**src/hdl/fifo_irq_pkg.sv**
```systemverilog
// Constants, field layouts and carriers for the FIFO status and request block.
// Assumes a single 40 MHz clock and a host reaching registers through an address pointer.
//
// Contract
// - Eight-bit threshold, ninth bit in deep mode
// - Near-empty when count not above threshold
// - Near-full when depth minus count not above threshold
// - Depth select: one is 255, zero 512
// - Read-only byte count, resets zero, extended upward
// - Data write pushes and counts up, read pops
// - Data port accesses keep the address pointer
// - Bit 7 picks set or clear for ones
// - Request register at its address, resets zero
// - Near-full event latched until cleared
// - Near-empty event latched until cleared
// - Command finishing itself sets command-done
// - Unknown command reverts idle, sets command-done
// - Host writing idle sets no command-done
// - Transmit-done set after last bit sent
// - Receive-done set at end of stream
// - Error event on any listed fault rising
// - Frame-start event on start pattern detected
// - Enabled flags alone reach the global request
package fifo_irq_pkg;

	// ==========================================================
	// Register offsets
	localparam logic [6:0] CMD_ADDR        = 7'h00;
	localparam logic [6:0] FIFO_CTRL_ADDR  = 7'h02;
	localparam logic [6:0] THRESHOLD_ADDR  = 7'h03;
	localparam logic [6:0] BYTE_COUNT_ADDR = 7'h04;
	localparam logic [6:0] DATA_PORT_ADDR  = 7'h05;
	localparam logic [6:0] IRQ_REQ_ADDR    = 7'h06;
	localparam logic [6:0] IRQ_EN_ADDR     = 7'h08;

	// ==========================================================
	// Field positions
	localparam int CTRL_DEPTH_BIT  = 7;
	localparam int CTRL_FULL_BIT   = 6;
	localparam int CTRL_EMPTY_BIT  = 5;
	localparam int CTRL_FLUSH_BIT  = 4;
	localparam int CTRL_LVL_MSB    = 2;
	localparam int IRQ_SET_BIT     = 7;
	localparam int IRQ_INV_BIT     = 7;
	localparam int EV_NEAR_FULL    = 6;
	localparam int EV_NEAR_EMPTY   = 5;
	localparam int EV_CMD_DONE     = 4;
	localparam int EV_TX_DONE      = 3;
	localparam int EV_RX_DONE      = 2;
	localparam int EV_ERROR        = 1;
	localparam int EV_FRAME_START  = 0;

	// ==========================================================
	// Reset values and sizes
	localparam logic [7:0] IRQ_REQ_RESET   = 8'h00;
	localparam logic [7:0] BYTE_CNT_RESET  = 8'h00;
	localparam logic [7:0] THRESHOLD_RESET = 8'h00;
	localparam logic [7:0] CTRL_RESET      = 8'h00;
	localparam logic [7:0] IRQ_EN_RESET    = 8'h00;
	localparam logic [4:0] CMD_IDLE        = 5'h00;
	localparam logic [9:0] DEPTH_SHALLOW   = 10'h0FF;
	localparam logic [9:0] DEPTH_DEEP      = 10'h200;
	localparam int         BUF_WIDTH       = 8;
	localparam int         BUF_DEPTH       = 32;

	// ==========================================================
	// Carriers
	typedef struct packed {
		logic tx_done;
		logic rx_done;
		logic frame_start;
		logic cmd_finish;
	} engine_events_s;

	typedef struct packed {
		logic write_fault;
		logic overrun;
		logic protocol;
		logic missing_payload;
		logic integrity;
	} fault_flags_s;

endpackage : fifo_irq_pkg

```
**src/hdl/fifo_irq_regs.sv**
```systemverilog
// Byte FIFO plus host register file for FIFO status and request flags.
// Assumes host accesses arrive as single-cycle strobes synchronous to ref_clk_i.
`timescale 1ns/1ps

// ==========================================================
// Byte buffer with valid/ready on both sides
module byte_fifo #(
	parameter int WIDTH = 8,
	parameter int DEPTH = 32
) (
	// Clock and reset
	input  wire logic                       ref_clk_i,
	input  wire logic                       reset_i,
	// Fill side
	input  wire logic                       in_valid_i,
	output      logic                       in_ready_o,
	input  wire logic [WIDTH-1:0]           in_data_i,
	// Drain side
	output      logic                       out_valid_o,
	input  wire logic                       out_ready_i,
	output      logic [WIDTH-1:0]           out_data_o,
	// Control and status
	input  wire logic                       flush_i,
	output      logic [$clog2(DEPTH+1)-1:0] level_o
);
	localparam int AW = $clog2(DEPTH);

	logic [WIDTH-1:0] mem_r [DEPTH];
	logic [AW-1:0]    wr_ptr_r;
	logic [AW-1:0]    rd_ptr_r;
	logic [AW:0]      level_r;
	logic             push;
	logic             pop;

	// Honest full and empty from the level counter
	assign in_ready_o  = (level_r != (AW+1)'(DEPTH));
	assign out_valid_o = (level_r != '0);
	assign out_data_o  = mem_r[rd_ptr_r];
	assign level_o     = level_r;
	assign push        = in_valid_i && in_ready_o;
	assign pop         = out_valid_o && out_ready_i;

	// Storage write
	always_ff @(posedge ref_clk_i)
	begin
		if (push)
		begin
			mem_r[wr_ptr_r] <= in_data_i;
		end
	end

	// Pointers and level; flush drops everything at once
	always_ff @(posedge ref_clk_i)
	begin
		if (reset_i || flush_i)
		begin
			wr_ptr_r <= '0;
			rd_ptr_r <= '0;
			level_r  <= '0;
		end
		else
		begin
			if (push)
			begin
				wr_ptr_r <= (wr_ptr_r == AW'(DEPTH-1)) ? '0 : wr_ptr_r + 1'b1;
			end
			if (pop)
			begin
				rd_ptr_r <= (rd_ptr_r == AW'(DEPTH-1)) ? '0 : rd_ptr_r + 1'b1;
			end
			level_r <= level_r + (AW+1)'(push) - (AW+1)'(pop);
		end
	end
endmodule : byte_fifo

// ==========================================================
// Register file, alerts and request flags
module fifo_irq_regs
	import fifo_irq_pkg::*;
#(
	parameter logic [31:0] CMD_VALID_MASK = 32'h0000_00FF
) (
	// Clock and reset
	input  wire logic           ref_clk_i,
	input  wire logic           reset_i,
	// Host register access
	input  wire logic           addr_load_i,
	input  wire logic [6:0]     addr_i,
	input  wire logic           wr_i,
	input  wire logic [7:0]     wdata_i,
	input  wire logic           rd_i,
	output      logic [7:0]     rdata_o,
	output      logic           rdata_valid_o,
	// Receive path bytes into the buffer
	input  wire logic           rx_valid_i,
	output      logic           rx_ready_o,
	input  wire logic [7:0]     rx_data_i,
	// Transmit path bytes out of the buffer
	output      logic           tx_valid_o,
	input  wire logic           tx_ready_i,
	output      logic [7:0]     tx_data_o,
	// Engine events and faults
	input  wire engine_events_s events_i,
	input  wire fault_flags_s   faults_i,
	// Command and request outputs
	output      logic [4:0]     command_o,
	output      logic           global_request_o,
	output      logic           irq_pin_o
);
	// ==========================================================
	// State
	logic [6:0]   ptr_r;
	logic [4:0]   command_r;
	logic [7:0]   threshold_r;
	logic         depth_sel_r;
	logic         lvl_msb_r;
	logic [6:0]   irq_req_r;
	logic [7:0]   irq_en_r;
	logic         near_full_q_r;
	logic         near_empty_q_r;
	fault_flags_s faults_q_r;
	logic         wr_fault_r;
	logic         wr_fault_q_r;
	logic         flush_r;

	// ==========================================================
	// Decode
	logic             host_push;
	logic             host_pop;
	logic             fifo_in_valid;
	logic             fifo_in_ready;
	logic [7:0]       fifo_in_data;
	logic             fifo_out_valid;
	logic             fifo_out_ready;
	logic [7:0]       fifo_out_data;
	logic [5:0]       fifo_level;
	logic [9:0]       byte_count;
	logic [9:0]       depth;
	logic [9:0]       level;
	logic             fifo_near_full_flag;
	logic             fifo_near_empty_flag;
	logic [6:0]       hw_set;
	logic [6:0]       sw_set;
	logic [6:0]       sw_clr;
	logic             err_rise;
	logic             cmd_wr;
	logic             cmd_unknown;

	assign host_push  = wr_i && (ptr_r == DATA_PORT_ADDR);
	assign host_pop   = rd_i && (ptr_r == DATA_PORT_ADDR);
	assign cmd_wr     = wr_i && (ptr_r == CMD_ADDR);
	assign cmd_unknown = cmd_wr && !CMD_VALID_MASK[wdata_i[4:0]];

	// ==========================================================
	// Buffer: host access wins the shared port, the engine side stalls
	assign fifo_in_valid  = host_push || rx_valid_i;
	assign fifo_in_data   = host_push ? wdata_i : rx_data_i;
	assign rx_ready_o     = fifo_in_ready && !host_push;
	assign fifo_out_ready = host_pop || tx_ready_i;
	assign tx_valid_o     = fifo_out_valid && !host_pop;
	assign tx_data_o      = fifo_out_data;

	byte_fifo #(
		.WIDTH (BUF_WIDTH),
		.DEPTH (BUF_DEPTH)
	) u_buf (
		.ref_clk_i   (ref_clk_i),
		.reset_i     (reset_i),
		.in_valid_i  (fifo_in_valid),
		.in_ready_o  (fifo_in_ready),
		.in_data_i   (fifo_in_data),
		.out_valid_o (fifo_out_valid),
		.out_ready_i (fifo_out_ready),
		.out_data_o  (fifo_out_data),
		.flush_i     (flush_r),
		.level_o     (fifo_level)
	);

	// ==========================================================
	// Alert levels; the ninth threshold bit only counts in deep mode
	assign byte_count = 10'(fifo_level);
	assign depth      = depth_sel_r ? DEPTH_SHALLOW : DEPTH_DEEP;
	assign level      = {1'b0, (lvl_msb_r && !depth_sel_r), threshold_r};
	assign fifo_near_empty_flag = (byte_count <= level);
	assign fifo_near_full_flag  = ((depth - byte_count) <= level);

	// Address pointer: steps after each access except at the data port
	always_ff @(posedge ref_clk_i)
	begin
		if (reset_i)
		begin
			ptr_r <= 7'h00;
		end
		else if (addr_load_i)
		begin
			ptr_r <= addr_i;
		end
		else if ((wr_i || rd_i) && (ptr_r != DATA_PORT_ADDR))
		begin
			ptr_r <= ptr_r + 7'h01;
		end
	end

	// Control registers written by the host; flush is a one-cycle pulse
	always_ff @(posedge ref_clk_i)
	begin
		if (reset_i)
		begin
			threshold_r <= THRESHOLD_RESET;
			depth_sel_r <= CTRL_RESET[CTRL_DEPTH_BIT];
			lvl_msb_r   <= CTRL_RESET[CTRL_LVL_MSB];
			irq_en_r    <= IRQ_EN_RESET;
			flush_r     <= 1'b0;
		end
		else
		begin
			flush_r <= wr_i && (ptr_r == FIFO_CTRL_ADDR) && wdata_i[CTRL_FLUSH_BIT];
			if (wr_i && (ptr_r == THRESHOLD_ADDR))
			begin
				threshold_r <= wdata_i;
			end
			if (wr_i && (ptr_r == FIFO_CTRL_ADDR))
			begin
				depth_sel_r <= wdata_i[CTRL_DEPTH_BIT];
				lvl_msb_r   <= wdata_i[CTRL_LVL_MSB];
			end
			if (wr_i && (ptr_r == IRQ_EN_ADDR))
			begin
				irq_en_r <= wdata_i;
			end
		end
	end

	// Command field: unknown codes fall back to idle at once
	always_ff @(posedge ref_clk_i)
	begin
		if (reset_i)
		begin
			command_r <= CMD_IDLE;
		end
		else if (cmd_wr)
		begin
			command_r <= cmd_unknown ? CMD_IDLE : wdata_i[4:0];
		end
		else if (events_i.cmd_finish && (command_r != CMD_IDLE))
		begin
			command_r <= CMD_IDLE;
		end
	end

	// Edge history so a level that stays high raises its event only once
	always_ff @(posedge ref_clk_i)
	begin
		if (reset_i)
		begin
			near_full_q_r  <= 1'b0;
			near_empty_q_r <= 1'b0;
			faults_q_r     <= '0;
			wr_fault_r     <= 1'b0;
			wr_fault_q_r   <= 1'b0;
		end
		else
		begin
			near_full_q_r  <= fifo_near_full_flag;
			near_empty_q_r <= fifo_near_empty_flag;
			faults_q_r     <= faults_i;
			wr_fault_r     <= host_push && !fifo_in_ready; // Byte dropped when full
			wr_fault_q_r   <= wr_fault_r;
		end
	end

	// ==========================================================
	// Request flags: hardware set beats a same-cycle clear
	assign err_rise = ((faults_i & ~faults_q_r) != '0) || (wr_fault_r && !wr_fault_q_r);
	assign hw_set[EV_NEAR_FULL]   = fifo_near_full_flag && !near_full_q_r;
	assign hw_set[EV_NEAR_EMPTY]  = fifo_near_empty_flag && !near_empty_q_r;
	assign hw_set[EV_CMD_DONE]    = cmd_unknown
		|| (events_i.cmd_finish && (command_r != CMD_IDLE) && !cmd_wr);
	assign hw_set[EV_TX_DONE]     = events_i.tx_done;
	assign hw_set[EV_RX_DONE]     = events_i.rx_done;
	assign hw_set[EV_ERROR]       = err_rise;
	assign hw_set[EV_FRAME_START] = events_i.frame_start;
	assign sw_set = (wr_i && (ptr_r == IRQ_REQ_ADDR) && wdata_i[IRQ_SET_BIT]) ? wdata_i[6:0]
		: 7'h00;
	assign sw_clr = (wr_i && (ptr_r == IRQ_REQ_ADDR) && !wdata_i[IRQ_SET_BIT]) ? wdata_i[6:0]
		: 7'h00;

	always_ff @(posedge ref_clk_i)
	begin
		if (reset_i)
		begin
			irq_req_r <= IRQ_REQ_RESET[6:0];
		end
		else
		begin
			irq_req_r <= (irq_req_r & ~sw_clr) | sw_set | hw_set;
		end
	end

	// Global request and pin, the pin optionally inverted
	assign global_request_o = ((irq_req_r & irq_en_r[6:0]) != 7'h00);
	assign irq_pin_o        = global_request_o ^ irq_en_r[IRQ_INV_BIT];
	assign command_o        = command_r;

	// ==========================================================
	// Read data, registered one cycle after the strobe
	always_ff @(posedge ref_clk_i)
	begin
		if (reset_i)
		begin
			rdata_o       <= 8'h00;
			rdata_valid_o <= 1'b0;
		end
		else
		begin
			rdata_valid_o <= rd_i;
			if (rd_i)
			begin
				unique case (ptr_r)
					CMD_ADDR:        rdata_o <= {3'h0, command_r};
					FIFO_CTRL_ADDR:  rdata_o <= {depth_sel_r, fifo_near_full_flag,
						fifo_near_empty_flag, 2'b00, lvl_msb_r,
						depth_sel_r ? 2'b00 : byte_count[9:8]};
					THRESHOLD_ADDR:  rdata_o <= threshold_r;
					BYTE_COUNT_ADDR: rdata_o <= byte_count[7:0];
					DATA_PORT_ADDR:  rdata_o <= fifo_out_valid ? fifo_out_data : 8'h00;
					IRQ_REQ_ADDR:    rdata_o <= {1'b0, irq_req_r};
					IRQ_EN_ADDR:     rdata_o <= irq_en_r;
					default:         rdata_o <= 8'h00; // Unmapped reads as zero
				endcase
			end
		end
	end

	// ==========================================================
	// Checks
	property p_reset_clear;
		@(posedge ref_clk_i) reset_i |=> (irq_req_r == 7'h00);
	endproperty
	a_reset_clear: assert property (p_reset_clear) else $error("flags not zero after reset");

	property p_sw_set;
		@(posedge ref_clk_i) disable iff (reset_i)
		(wr_i && ptr_r == IRQ_REQ_ADDR && wdata_i[7]) |=> ((irq_req_r & $past(wdata_i[6:0]))
			== $past(wdata_i[6:0]));
	endproperty
	a_sw_set: assert property (p_sw_set) else $error("set write missed a flag");

	property p_sw_clr;
		@(posedge ref_clk_i) disable iff (reset_i)
		(wr_i && ptr_r == IRQ_REQ_ADDR && !wdata_i[7] && hw_set == 7'h00)
			|=> ((irq_req_r & $past(wdata_i[6:0])) == 7'h00);
	endproperty
	a_sw_clr: assert property (p_sw_clr) else $error("clear write left a flag");

	property p_near_full_latch;
		@(posedge ref_clk_i) disable iff (reset_i)
		$rose(fifo_near_full_flag) |=> irq_req_r[EV_NEAR_FULL] [*2];
	endproperty
	a_near_full_latch: assert property (p_near_full_latch) else $error("near-full lost");

	property p_near_empty_eq;
		@(posedge ref_clk_i) disable iff (reset_i)
		(fifo_level == 6'h00) |-> fifo_near_empty_flag;
	endproperty
	a_near_empty_eq: assert property (p_near_empty_eq) else $error("empty not near-empty");

	property p_unknown_cmd;
		@(posedge ref_clk_i) disable iff (reset_i)
		cmd_unknown |=> (command_r == CMD_IDLE) && irq_req_r[EV_CMD_DONE];
	endproperty
	a_unknown_cmd: assert property (p_unknown_cmd) else $error("unknown command kept");

	property p_idle_write;
		@(posedge ref_clk_i) disable iff (reset_i)
		(cmd_wr && wdata_i[4:0] == CMD_IDLE && !irq_req_r[EV_CMD_DONE])
			|=> !irq_req_r[EV_CMD_DONE];
	endproperty
	a_idle_write: assert property (p_idle_write) else $error("idle write set done");

	property p_ptr_hold;
		@(posedge ref_clk_i) disable iff (reset_i)
		((wr_i || rd_i) && !addr_load_i && ptr_r == DATA_PORT_ADDR) |=> $stable(ptr_r);
	endproperty
	a_ptr_hold: assert property (p_ptr_hold) else $error("pointer moved at data port");

	property p_push_count;
		@(posedge ref_clk_i) disable iff (reset_i)
		(host_push && fifo_in_ready && !fifo_out_ready && !flush_r)
			|=> (byte_count == $past(byte_count) + 10'h001);
	endproperty
	a_push_count: assert property (p_push_count) else $error("push did not count");

	property p_global;
		@(posedge ref_clk_i) disable iff (reset_i)
		(irq_en_r[6:0] == 7'h00) |-> !global_request_o;
	endproperty
	a_global: assert property (p_global) else $error("masked flag reached global");

	property p_bit7_zero;
		@(posedge ref_clk_i) disable iff (reset_i)
		(rd_i && ptr_r == IRQ_REQ_ADDR) |=> !rdata_o[7];
	endproperty
	a_bit7_zero: assert property (p_bit7_zero) else $error("selector read as one");
endmodule : fifo_irq_regs

```
**config.mk**
```make
export PLATFORM = sky130hd
export DESIGN_NAME = fifo_irq_regs
export DESIGN_NICKNAME = d
export VERILOG_FILES = /design/src/hdl/fifo_irq_pkg.sv /design/src/hdl/fifo_irq_regs.sv
export SDC_FILE = /design/constraint.sdc
export NUM_CORES = 1
export LEC_CHECK = 0
export BUFFER_PORTS_ARGS = -buffer_cell sky130_fd_sc_hd__buf_2
export CELL_PAD_IN_SITES_DETAIL_PLACEMENT = 1
export CELL_PAD_IN_SITES_GLOBAL_PLACEMENT = 1
export CORE_UTILIZATION = 56
export DETAILED_ROUTE_END_ITERATION = 7
export HOLD_SLACK_MARGIN = 0.03
export PLACE_DENSITY_LB_ADDON = 0.3
export SLEW_MARGIN = 20
export SYNTH_ARGS = -nofsm -noshare
export SYNTH_HDL_FRONTEND = slang
export SYNTH_HIERARCHICAL = 1
export SYNTH_SLANG_ARGS = --single-unit
```
**constraint.sdc**
```tcl
create_clock -name ref_clk_i -period 8.6 [get_ports ref_clk_i]
set_clock_uncertainty 0.05 [all_clocks]
set_input_delay 1.29 -clock ref_clk_i [delete_from_list [all_inputs] [get_ports ref_clk_i]]
set_output_delay 1.29 -clock ref_clk_i [all_outputs]
set_load 0.02 [all_outputs]
```
==> results.txt, run 1 <==
- The flow ran to the end, and the final reports show no timing, DRC or antenna violations.
- Cell row count: 58
- STA puts the critical path data arrival time at 3.44 ns.
- Derived from the worst setup path, the maximum achievable clock frequency is 0.209 GHz.
- Measured along the x axis, the die boundary spans 163 um.
* Effective utilization at floorplan: 57.3%
- VDD sags by at most 0.000180 V.
- The worst setup path is captured at a primary output.
- For this design the ratio of total power to cell area is 247 nW/um^2.
* Seq cells post-synth: 333
- Global routing usage summed across all routing layers: 29.9%
- Compound-Gate Fraction of Synth Area: 8.27%
* Data required time of the critical path: 7.26 ns
* Signed area change from the synthesized netlist to the final layout: 11.2%
- Hold repair after CTS inserted 0 buffers.
* Number of buffers created by CTS: 35
- The largest individual stage delay along the critical path comes from the cell sky130_fd_sc_hd__mux4_1.
- Entering global routing, the biggest net connects 68 pins.
- Of the total synthesized cell area, the portion taken by full adders, half adders and majority gates is 3.98%.
* Final critical path time including I/O delays and setup: 4.78 ns
* Final period utilization: 55.6%
- Largest fanout on the critical path: 36
* Setup violators final: 0
- The layout has 2,373 filler cells.
- First-pass GRT wire length: 58,100 um
* FF+latch area: 9230 um^2
- Worst hold slack: 0.412 ns
- Gates resized, CTS repair: 0
- Counting every sink on the clock net gives 333.
- Final Util: 63.7%
* Yosys warning count: 6
- IO buf count: 64
* Worst relative slew slack: 26.2%
* Seq/Total Area, Yosys: 63.6%
* Detailed placement HPWL: 25,700 um
* Clock tree from TritonCTS: yes
* Largest cells by area after synthesis: sky130_fd_sc_hd__edfxtp_1 (53%), sky130_fd_sc_hd__dfxtp_1 (11%), sky130_fd_sc_hd__mux2i_1 (5.0%)
* Mean routed wirelength per cell: 26.8 um
- Number of global-route vias before repair: 9,698
- The number of antenna violations at the first check in global routing came to 0.
- The path class of the tightest hold or removal check is reg -> reg.
- Nets@finish: 1,172
- After synthesis, the netlist uses 75 different library cells.
- The share of total power dissipated in combinational logic is 18.6%.
- The die covers 26,600 um^2.
- Walking the worst path, the cells encountered are buf_4, mux4_1, a22o_1, a221oi_1, nand3_1, buf_2.
- DRC violation count after routing: 0
* Dominant combinational cell family by area after synthesis: multiplexers
- Number of search-and-repair iterations in the first detailed-routing pass: 6
- Fraction of final layout cells with drive strength greater than 1: 15.2%
- Die H: 163 um
* Remaining antenna violation count after routing: 0
- Summing the areas of all xor and xnor instances in the mapped netlist gives 0.845% of the synthesized area.
* Number of H-tree levels: 2
- Net switching is 27.5% of the power.
- Top FF cell, synth: sky130_fd_sc_hd__edfxtp_1
* Boundary pin count: 65
- Startpoint kind of the worst setup timing path: register
- Vias per cell: 6.45
* Core footprint: 25,300 um^2
* Hold Vio Cnt, Final: 0
* Setup fix buffers added after clock tree synthesis: 0
- Sum of negative setup slack: 0 ns
- Clock transition at the register clock pins on the worst setup and hold paths after CTS: 0.06 ns
* Post-placement cell area: 15,000 um^2
- The routed layout has 9,295 vias.
- The synthesized design contains 256 enable-type register cells.
* Leakage: 5.42 nW
- On the worst path, the slowest cell contributes a delay of 0.65 ns.
* CP Class: reg -> out
* Cells after synthesis: 1,033
- Max Root-Sink Buffers: 3
* Worst slew pin tran: 1.10 ns
- A synthesized cell averages 14.0 um^2.
* Detailed Route Iter0 Violations: 809
- The synthesized design devotes to its leading area cell type 53.0% of total area.
- Grt total ovfl: 0
* Antenna cells: 0
- Post-place setup slack: 4.11 ns
- Max-cap violations in this run came to 0.
* Root buffer cell: sky130_fd_sc_hd__clkbuf_16
* Post-synth top area cell: sky130_fd_sc_hd__edfxtp_1
- Mux cell area share after synthesis: 11.3%
- Area fraction in and, or, nand and nor cells after synthesis: 9.23%
- Clock power frac: 35.2%
- Area of all placed cells without fillers: 16,100 um^2
- The later pin in the worst-skew pair is clocked with a latency of 0.52 ns.
- Summed over all layers, the routed wires come to 38,600 um.
- Per report_power, the sequential group accounts for 46.2% of the total.
- Smallest setup slack after layout: 3.82 ns
* Multi-input combinational cell area: 4910 um^2
- Weighted congestion at the end of routability-driven global placement: 0.982
* Post-synth ARST share: 0%
* Internal Pwr Total: 0.00289 W
- The number of nets in the synthesized netlist is 1,117.
* Cell area after synthesis: 14,500 um^2
- The max-slew violation count came to 0.
* Switching power of the nets: 0.00110 W
- RSZ-0062 raised after global routing: no
==> path summary, 6_finish.rpt <==
check,startpoint,end,slack (ns),cells after the start
hold / removal,rdata_o[2]$_SDFFE_PP0P_,rdata_o[2]$_SDFFE_PP0P_,0.41,2
setup reg to reg,ptr_r[4]$_SDFFE_PP0P_,u_buf/level_o[4]$_SDFF_PP0_,4.54,14
hold reg to reg,rdata_o[2]$_SDFFE_PP0P_,rdata_o[2]$_SDFFE_PP0P_,0.41,2
setup / recovery,register,tx_data_o[7],3.82,6
==> cells in the final DEF, fill, tap and decap left out, drive strengths merged, types with 11 or more instances in the layout <==
| cell | count |
|---|---|
| mux2 | 12 |
| a221oi | 12 |
| clkbuf | 47 |
| nor2b | 11 |
| nor2 | 67 |
| mux2i | 73 |
| ha | 43 |
| dfxtp | 77 |
| a22o | 12 |
| mux4 | 32 |
| nand2 | 54 |
| a21oi | 47 |
| edfxtp | 256 |
| a22oi | 38 |
| inv | 41 |
| buf | 68 |
| clkinv | 11 |
| o21ai | 19 |
| nand3 | 60 |
==> cell type report <==
cell class | instances | share of cell area (%)
inverter | 40 | 0.931
clock buffer | 47 | 5.99
sequential | 333 | 57.2
timing repair buffer | 68 | 2.20
clock inverter | 13 | 0.613
tap | 330 | 2.56
multi-input combinational | 610 | 30.5
==> power groups by stage <==
| stage | sequential [W] | clock, W | combinational (W) |
|---|---|---|---|
| after global placement | 0.00187 | 0 | 0.000692 |
| after detailed placement | 0.00187 | 0 | 0.000727 |
| after floorplan | 0.00184 | 0 | 0.000525 |
| after global routing | 0.00184 | 0.00148 | 0.000809 |
| after CTS | 0.00184 | 0.00142 | 0.000735 |
| final | 0.00184 | 0.00140 | 0.000739 |
==> layer usage <==
layer	share of wire, %	vias up	track usage (%)
li1	-	4098	-
met1	41	4748	38.6
met2	49	366	49.5
met3	6.3	83	5.78
met4	3.6	0	12.7
met5	0	-	0
==> cells in the mapped netlist (14+ instances only) <==
cell                       count
sky130_fd_sc_hd__ha_1         43
sky130_fd_sc_hd__mux4_2       18
sky130_fd_sc_hd__a21oi_1      47
sky130_fd_sc_hd__edfxtp_1    256
sky130_fd_sc_hd__mux2i_1      73
sky130_fd_sc_hd__mux4_1       14
sky130_fd_sc_hd__inv_1        38
sky130_fd_sc_hd__a22oi_1      38
sky130_fd_sc_hd__buf_2        14
sky130_fd_sc_hd__dfxtp_1      77
sky130_fd_sc_hd__o21ai_0      18
sky130_fd_sc_hd__nand2_1      54
sky130_fd_sc_hd__clkbuf_1     29
sky130_fd_sc_hd__nor2_1       65
sky130_fd_sc_hd__nand3_1      60
==> stage by stage <==
stage / std cells / total power (W)
2_1_floorplan: 1033 / 0.00237
3_3_place_gp: 1381 / 0.00256
3_5_place_dp: 1381 / 0.00260
4_1_cts: 1441 / 0.00399
5_1_grt: 1441 / 0.00413
6_report: 1441 / 0.00398
==> cells by family (layout without fill, tap and decap cells) <==
| kind of cell | after synthesis | after routing |
|---|---|---|
| AOI/OAI and AO/OA | 172 | 172 |
| adders and majority gates | 45 | 45 |
| DFF | 333 | 333 |
| muxes | 117 | 117 |
| buffers and inverters | 90 | 168 |
| xor gates and xnor gates | 14 | 14 |
| and+or+nand+nor | 262 | 262 |
==> registers in the layout, indices dropped and copies added, names as in the netlist, named ones only <==
name            flops
command_o           5
rdata_valid_o       1
faults_q_r          5
irq_req_r           7
wr_fault_q_r        1
u_buf/rd_ptr_r      5
u_buf/level_o       6
near_full_q_r       1
u_buf/mem_r       256
near_empty_q_r      1
ptr_r               7
lvl_msb_r           1
rdata_o             8
wr_fault_r          1
irq_en_r            8
u_buf/wr_ptr_r      5
threshold_r         8
depth_sel_r         1
flush_r             1
==> worst max-delay path, delay by kind of cell (launching register included) <==
family / cells / cell delay (ns)
mux: 1 / 0.65
flops: 1 / 0.31
buf+inv: 2 / 0.77
compound gates: 2 / 0.83
simple gates: 1 / 0.34
(Power assumes the default switching activity.)
==> inputs of run 2 (changes only) <==
Settings changed: ABC_AREA set to 1, CORE_UTILIZATION 56 to 49.
Clock period 8.6 ns to 4.45 ns, I/O delays scaled along.
==> results.txt, run 2 <==
- After synthesis, the cell types taking the most area are sky130_fd_sc_hd__edfxtp_1 (51%), sky130_fd_sc_hd__nand2_1 (12%), sky130_fd_sc_hd__dfxtp_1 (10%).
- Power consumption: 0.00889 W
- Gates resized, CTS repair: 0
- Maximum ir drop on the vdd rail: 0.000436 V
* Mux cell area share after synthesis: 0%
- For this block, the initial DRC count from the detailed router was 930.
- Port buffering added 64 buffers.
- In this run the number of H-tree levels came out at 2.
- Number of global-route vias before repair: 11,733
* Root buffer cell: sky130_fd_sc_hd__clkbuf_16
- Die H: 178 um
- After detailed routing, the number of remaining DRC violations is 0.
* Top FF cell, synth: sky130_fd_sc_hd__edfxtp_1
- Die span in x: 178 um
- Power per cell area: 531 nW/um^2
- The tree built by TritonCTS fans out to 333 sinks.
- Hold timing on the final database bottoms out at a slack of 0.318 ns.
* Average instance area after synthesis: 9.96 um^2
- RSZ-0062 raised after global routing: no
- In this run the worst path has a maximum fanout of 80.
- Dominant combinational cell family by area after synthesis: simple AND/OR/NAND/NOR gates
- Seq/Total Area, Yosys: 61.1%
* Vias per cell: 5.72
* Clock transition at the register clock pins on the worst setup and hold paths after CTS: 0.06 ns
- Clock tree from TritonCTS: yes
* Die Footprint: 31,500 um^2
- In the final routed layout, each cell accounts on average for 21.4 um.
- The min-delay analysis places its worst path in the category in -> reg.
* Antenna cells: 0
* Leakage: 6.58 nW
- Worst slew pin tran: 1.12 ns
- Sum of negative setup slack: 0 ns
- Hold repair after CTS inserted 0 buffers.
- Yosys mapped a number of flops with a built-in enable equal to 256.
- Hold Vio Cnt, Final: 0
- The first detailed-routing pass took 5 iterations.
- Cell row count: 63
* Leading cell types by count after synthesis: sky130_fd_sc_hd__nand2_1 (479), sky130_fd_sc_hd__edfxtp_1 (256), sky130_fd_sc_hd__nand3_1 (215), sky130_fd_sc_hd__inv_1 (93), sky130_fd_sc_hd__dfxtp_1 (77)
- Pin placement for this block handled 65 I/O pins.
* Yosys warning count: 6
- Cells after synthesis: 1,516
- Setup violations remaining at the end of the flow were counted as 0.
* Proportion of netlist area held by the largest area contributor: 50.9%
* Clock latency reported for the late side of the worst-skew pair: 0.54 ns
- After synthesis the cells add up to 15,100 um^2.
- Critical Path AT: 3.05 ns
- Share of synthesized cell area in full adder, half adder and majority cells: 3.83%
- Pin count of the biggest net entering global routing: 81
* Compound-Gate Fraction of Synth Area: 5.42%
- Before CTS, the worst setup slack after placement is 1.05 ns.
- Fraction of final layout cells with drive strength greater than 1: 11.3%
- For this run, the total global-route usage over all layers was measured as 27.7%.
- In this run, CTS created clock tree buffers numbering 36.
- Data required time of the critical path: 3.73 ns
* Synthesized net count: 1,600
- Summing over every cut layer, the via total after detailed routing is 11,357.
- Post-synth ARST share: 0%
- After Yosys synthesis, and, or, nand and nor cells account for 23.3% of the synthesized area.
* Reg with most FFs: u_buf/mem_r
- The worst path uses 84.6% of the clock period.
- Nets@finish: 1,656
- Most repeated cell in the gate-level netlist after synthesis: sky130_fd_sc_hd__nand2_1
- For this run the aggregate overflow at the end of global routing stands at 0.
- Wires add up to 42,400 um.
* Final critical path time including I/O delays and setup: 3.77 ns
- Flip-flop count of the largest register, all copies and words added: 256
- CP Class: reg -> out
* Core footprint: 30,000 um^2
- The count of nets left with antenna violations once routing finished came out at 0.
- The longest clock path from root to sink contains 3 buffers.
- At the end of routability-driven placement, the weighted congestion stood at 0.881.
- Effective utilization at floorplan: 50.4%
- Summed over all nets, the half-perimeter wirelength after detailed placement is 27,700 um.
- Synthesis inferred 333 register bits.
- The largest total area in the synthesized netlist belongs to sky130_fd_sc_hd__edfxtp_1.
- First-pass GRT wire length: 65,400 um
- Number of antenna violations at the first check in global routing: 2
* Achievable clock frequency: 0.265 GHz
- The max-slew violation count was 0.
- Nature of the critical path endpoint: primary output
- The synthesized netlist devotes 0.464% of its cell area to XOR and XNOR gates.
- The worst setup path is launched from a register.
- Worst relative slew slack: 25.4%
- Max-cap violations in this run came to 0.
* Setup fix buffers added after clock tree synthesis: 0
* Signed area change from the synthesized netlist to the final layout: 11.0%
* Most frequent standard cell in the layout excluding fill and tap cells: sky130_fd_sc_hd__nand2_1
- Once routing completed, OpenROAD measured the worst setup slack at 0.684 ns.
- Cells fill 56.0% of the core in the end.
- Synthesis instantiated 49 different standard cells from the library.
- The flow ran to the end, and the final reports show no timing, DRC or antenna violations.
- In the layout the commonest cells are sky130_fd_sc_hd__nand2_1 (479), sky130_fd_sc_hd__edfxtp_1 (256), sky130_fd_sc_hd__nand3_1 (215).
-- run 2: cell count changes in the layout (fill, tap and decap cells not counted), moves of 14 or more --
cell and change:
sky130_fd_sc_hd__inv_1 +55, sky130_fd_sc_hd__mux2i_1 -73, sky130_fd_sc_hd__nand3_1 +155, sky130_fd_sc_hd__mux4_2 -18, sky130_fd_sc_hd__buf_4 +16, sky130_fd_sc_hd__nand2_1 +425
sky130_fd_sc_hd__o21ai_0 +24, sky130_fd_sc_hd__mux4_1 -14, sky130_fd_sc_hd__a22oi_1 -38
-- run 2: worst max-delay path, stage by stage (launching register included) --
cell and delay (ns):
sky130_fd_sc_hd__dfxtp_4 0.49, sky130_fd_sc_hd__clkinv_2 0.11, sky130_fd_sc_hd__buf_4 0.65, sky130_fd_sc_hd__nand2_1 0.12, sky130_fd_sc_hd__nand3_1 0.11, sky130_fd_sc_hd__nand3_1 0.11
sky130_fd_sc_hd__nand2_1 0.16, sky130_fd_sc_hd__nand2_1 0.08, sky130_fd_sc_hd__nand2_1 0.14, sky130_fd_sc_hd__nand2_1 0.07, sky130_fd_sc_hd__nand2_1 0.22, sky130_fd_sc_hd__buf_2 0.22
-- run 2: per-stage QoR --
stage / std cells / cell area, um^2
3_3_place_gp: 1924 / 15600
6_report: 1986 / 16800
3_5_place_dp: 1924 / 15600
4_1_cts: 1986 / 16800
2_1_floorplan: 1516 / 15100
5_1_grt: 1986 / 16800
-- run 2: final cells by class --
cell class / instances / area [um^2]
inverters: 107 / 405
repair buffers: 83 / 463
multi-input cells: 1011 / 5020
well taps: 390 / 488
clock buffers: 44 / 952
clock inverters: 18 / 201
fillers: 3316 / 13200
flip-flops and latches: 333 / 9230
-- run 2: layer usage --
layer	wire length, um	part of all wire [%]	GRT usage [%]
met1	17800	42	36.3
met2	20300	48	45.9
met3	3150	7.4	5.12
met4	1190	2.8	9.86
met5	22	0.052	0
-- run 2: cells by family (layout without fill, tap and decap cells) --
group,after synthesis,count (layout)
flops,333,333
buf+inv,172,252
xor+xnor,8,8
simple gates,814,814
fa+ha+maj,45,45
compound gates,144,144
-- run 2: path summary, 6_finish.rpt --
kind | start | end | slack (ns) | cells after the start
worst max-delay path | register | tx_data_o[4] | 0.68 | 11
worst max register to register | ptr_r[1]$_SDFFE_PP0P_ | u_buf/mem_r[29][2]$_DFFE_PP_ | 1.02 | 11
worst min-delay path | faults_i[4] | faults_q_r[4]$_SDFF_PP0_ | 0.32 | 3
worst min register to register | near_full_q_r$_SDFF_PP0_ | irq_req_r[6]$_SDFF_PP0_ | 0.37 | 1
-- run 2: power by group --
group          internal [W]  leakage, nW  switching, W  total, W
Combinational      0.000708         3.09       0.00167   0.00238
Sequential          0.00347         2.94      0.000126   0.00360
Clock               0.00171        0.560       0.00121   0.00292
==> inputs of run 3 (changes only) <==
Settings changed: CORE_UTILIZATION 49 to 44.
Clock period 4.45 ns to 3.1 ns, I/O delays scaled along.
==> results.txt, run 3 (synthesized netlist as in run 2, its figures left out) <==
- Status: completed
- In the finished design, the share of the clock period the worst path needs comes to 98.0%.
- The critical path goes through clkbuf_8, buf_4, nand2_1, nand3_1, nand3_1, nand2_1, nand2_1, nand2_1, nand2_1, nand2_1, buf_2.
* Die span in x: 187 um
* Hold buffer count at cts: 0
- STA puts the critical path data arrival time at 2.52 ns.
* Mean routed wirelength per cell: 21.2 um
* Global routing usage summed across all routing layers: 25.9%
* Fill cell count: 3,768
- Entering global routing, the biggest net connects 58 pins.
- In the final timing run, aggregate negative setup slack is 0 ns.
* Antenna cells: 0
* Clock tree from TritonCTS: yes
- The library cells used most frequently in the layout, excluding fill and tap cells, are sky130_fd_sc_hd__nand2_1 (475), sky130_fd_sc_hd__edfxtp_1 (256), sky130_fd_sc_hd__nand3_1 (215).
* Post-place setup slack: 0.0787 ns
* Nets@finish: 1,710
* Clock transition at the register clock pins on the worst setup and hold paths after CTS: 0.06 ns
- During I/O placement, the number of pins put on the boundary was 65.
- The finished layout holds 2,098 standard cells, fillers aside.
- Detailed placement HPWL: 29,400 um
- Once layout is done, the placed cells without fillers occupy 17,400 um^2.
* Die H: 187 um
- Crit-path most repeated cell: sky130_fd_sc_hd__nand2_1
- Vias after detailed routing: 11,579
- RSZ-0062 raised after global routing: yes
* Root buffer cell: sky130_fd_sc_hd__clkbuf_16
- IO buf count: 64
- The worst setup path is of the reg -> out kind.
- Most frequent standard cell in the layout excluding fill and tap cells: sky130_fd_sc_hd__nand2_1
- Number of search-and-repair iterations in the first detailed-routing pass: 5
- Across the VDD grid, the largest voltage drop is 0.000499 V.
- Number of antenna violations at the first check in global routing: 1
* Power per cell area: 763 nW/um^2
* Detailed Route Iter0 Violations: 856
- Remaining antenna violation count after routing: 0
* Number of H-tree levels: 2
- Cell row count: 67
- The floorplan step defined a die boundary enclosing 35,000 um^2.
- After detailed routing, the total wire length is 44,400 um.
- In the final layout, the share of cells above drive strength 1 is 14.7%.
- Max-capacitance violation count: 0
- For this design, the sink count on the clock tree is 333.
* Number of max-slew violations in the final report: 0
* Worst slew pin tran: 0.736 ns
* Achievable clock frequency: 0.329 GHz
- DRC violation count after routing: 0
* Post-placement cell area: 16,100 um^2
* Number of global-route vias before repair: 12,480
* Effective utilization at floorplan: 44.9%
- Nature of the critical path endpoint: primary output
- After detailed routing, the number of vias per cell comes to 5.52.
- The number of hold-slack violations in the final timing report came to 0.
- Grt total ovfl: 0
* Final Util: 51.9%
- At the end of routability-driven placement, the weighted congestion stood at 0.855.
- # placed instances: 2,035
- Smallest setup slack after layout: 0.0629 ns
- Max Root-Sink Buffers: 3
* Leakage: 6.96 nW
* Number of buffers created by CTS: 36
- Startpoint kind of the worst setup timing path: register
* Flip-flop count of the largest register, all copies and words added: 256
- Final critical path time including I/O delays and setup: 3.04 ns
- Largest fanout on the critical path: 44
- Worst Hold Class: in -> reg
* Data required time of the critical path: 2.58 ns
- First-pass GRT wire length: 69,600 um
- Signed area change from the synthesized netlist to the final layout: 15.5%
* Core footprint: 33,600 um^2
* Slowest stage delay, CP: 0.41 ns
- Counting flops per register, the top entry is u_buf/mem_r.
- For the worst-skew pair, the clock arrives at the later sink with an insertion delay of 0.52 ns.
- Setup violators final: 0
* Cell type of the slowest stage on the worst timing path: sky130_fd_sc_hd__dfxtp_4
- In this run the tightest slew margin relative to its limit is 50.9%.
==> run 3: cell types whose count changed in the layout (fill, tap and decap cells not counted), moves of 2 or more <==
cell	before	now
sky130_fd_sc_hd__nand2_1	479	475
sky130_fd_sc_hd__clkinv_2	7	2
sky130_fd_sc_hd__buf_4	19	65
sky130_fd_sc_hd__o21ai_0	42	40
sky130_fd_sc_hd__clkbuf_1	7	4
sky130_fd_sc_hd__clkinv_1	7	9
sky130_fd_sc_hd__bufinv_16	3	7
sky130_fd_sc_hd__clkbuf_8	0	3
sky130_fd_sc_hd__buf_12	0	6
sky130_fd_sc_hd__nand2_2	2	6
==> run 3: critical path, delay by kind of cell (launching register included) <==
kind                   cells  cell delay (ns)
buffers and inverters      3             0.78
flip-flops                 1             0.41
AND/OR/NAND/NOR            8             0.79
==> run 3: final timing paths <==
check | from | endpoint | slack (ns) | depth (start not counted)
max | register | tx_data_o[3] | 0.06 | 11
min | faults_i[0] | faults_q_r[0]$_SDFF_PP0_ | 0.12 | 3
max reg2reg | depth_sel_r$_SDFFE_PP0P_ | rdata_o[6]$_SDFFE_PP0P_ | 0.21 | 19
min reg2reg | near_full_q_r$_SDFF_PP0_ | irq_req_r[6]$_SDFF_PP0_ | 0.37 | 1
==> run 3: what timing repair did <==
action                     CTS  global route
setup endpoints to repair    3             9
gates resized for setup      1            12
cloned                       1             0
buffers inserted             0             0
==> run 3: cell type report <==
cell class / instances / area (um^2) / share of cell area (%)
Inverter: 107 / 407 / 2.33
Clock buffer: 42 / 943 / 5.41
Timing Repair Buffer: 137 / 975 / 5.59
Clock inverter: 20 / 285 / 1.64
Tap cell: 448 / 561 / 3.21
Multi-Input combinational cell: 1011 / 5030 / 28.9
Sequential cell: 333 / 9240 / 53.0
==> run 3: routing by layer <==
layer	up-vias	global-route usage, %	wire length [um]
li1	5396	-	-
met1	5790	34.2	19100
met2	314	43.8	21800
met3	79	3.81	2400
met4	0	8.39	1180
met5	-	0	0
==> run 3: per-stage QoR <==
step           total power (W)  hold slack [ns]
2_1_floorplan          0.00761            0.345
3_3_place_gp           0.00863            0.355
3_5_place_dp           0.00877            0.361
4_1_cts                 0.0133            0.110
5_1_grt                 0.0140            0.136
6_report                0.0133            0.119
==> run 3: power breakdown <==
part           switching [W]  total (W)  leakage, nW  internal, W
clock network        0.00174    0.00450        0.596      0.00276
logic                0.00248    0.00367         3.42      0.00118
registers           0.000143    0.00513         2.94      0.00499
total                0.00437     0.0133         6.96      0.00893
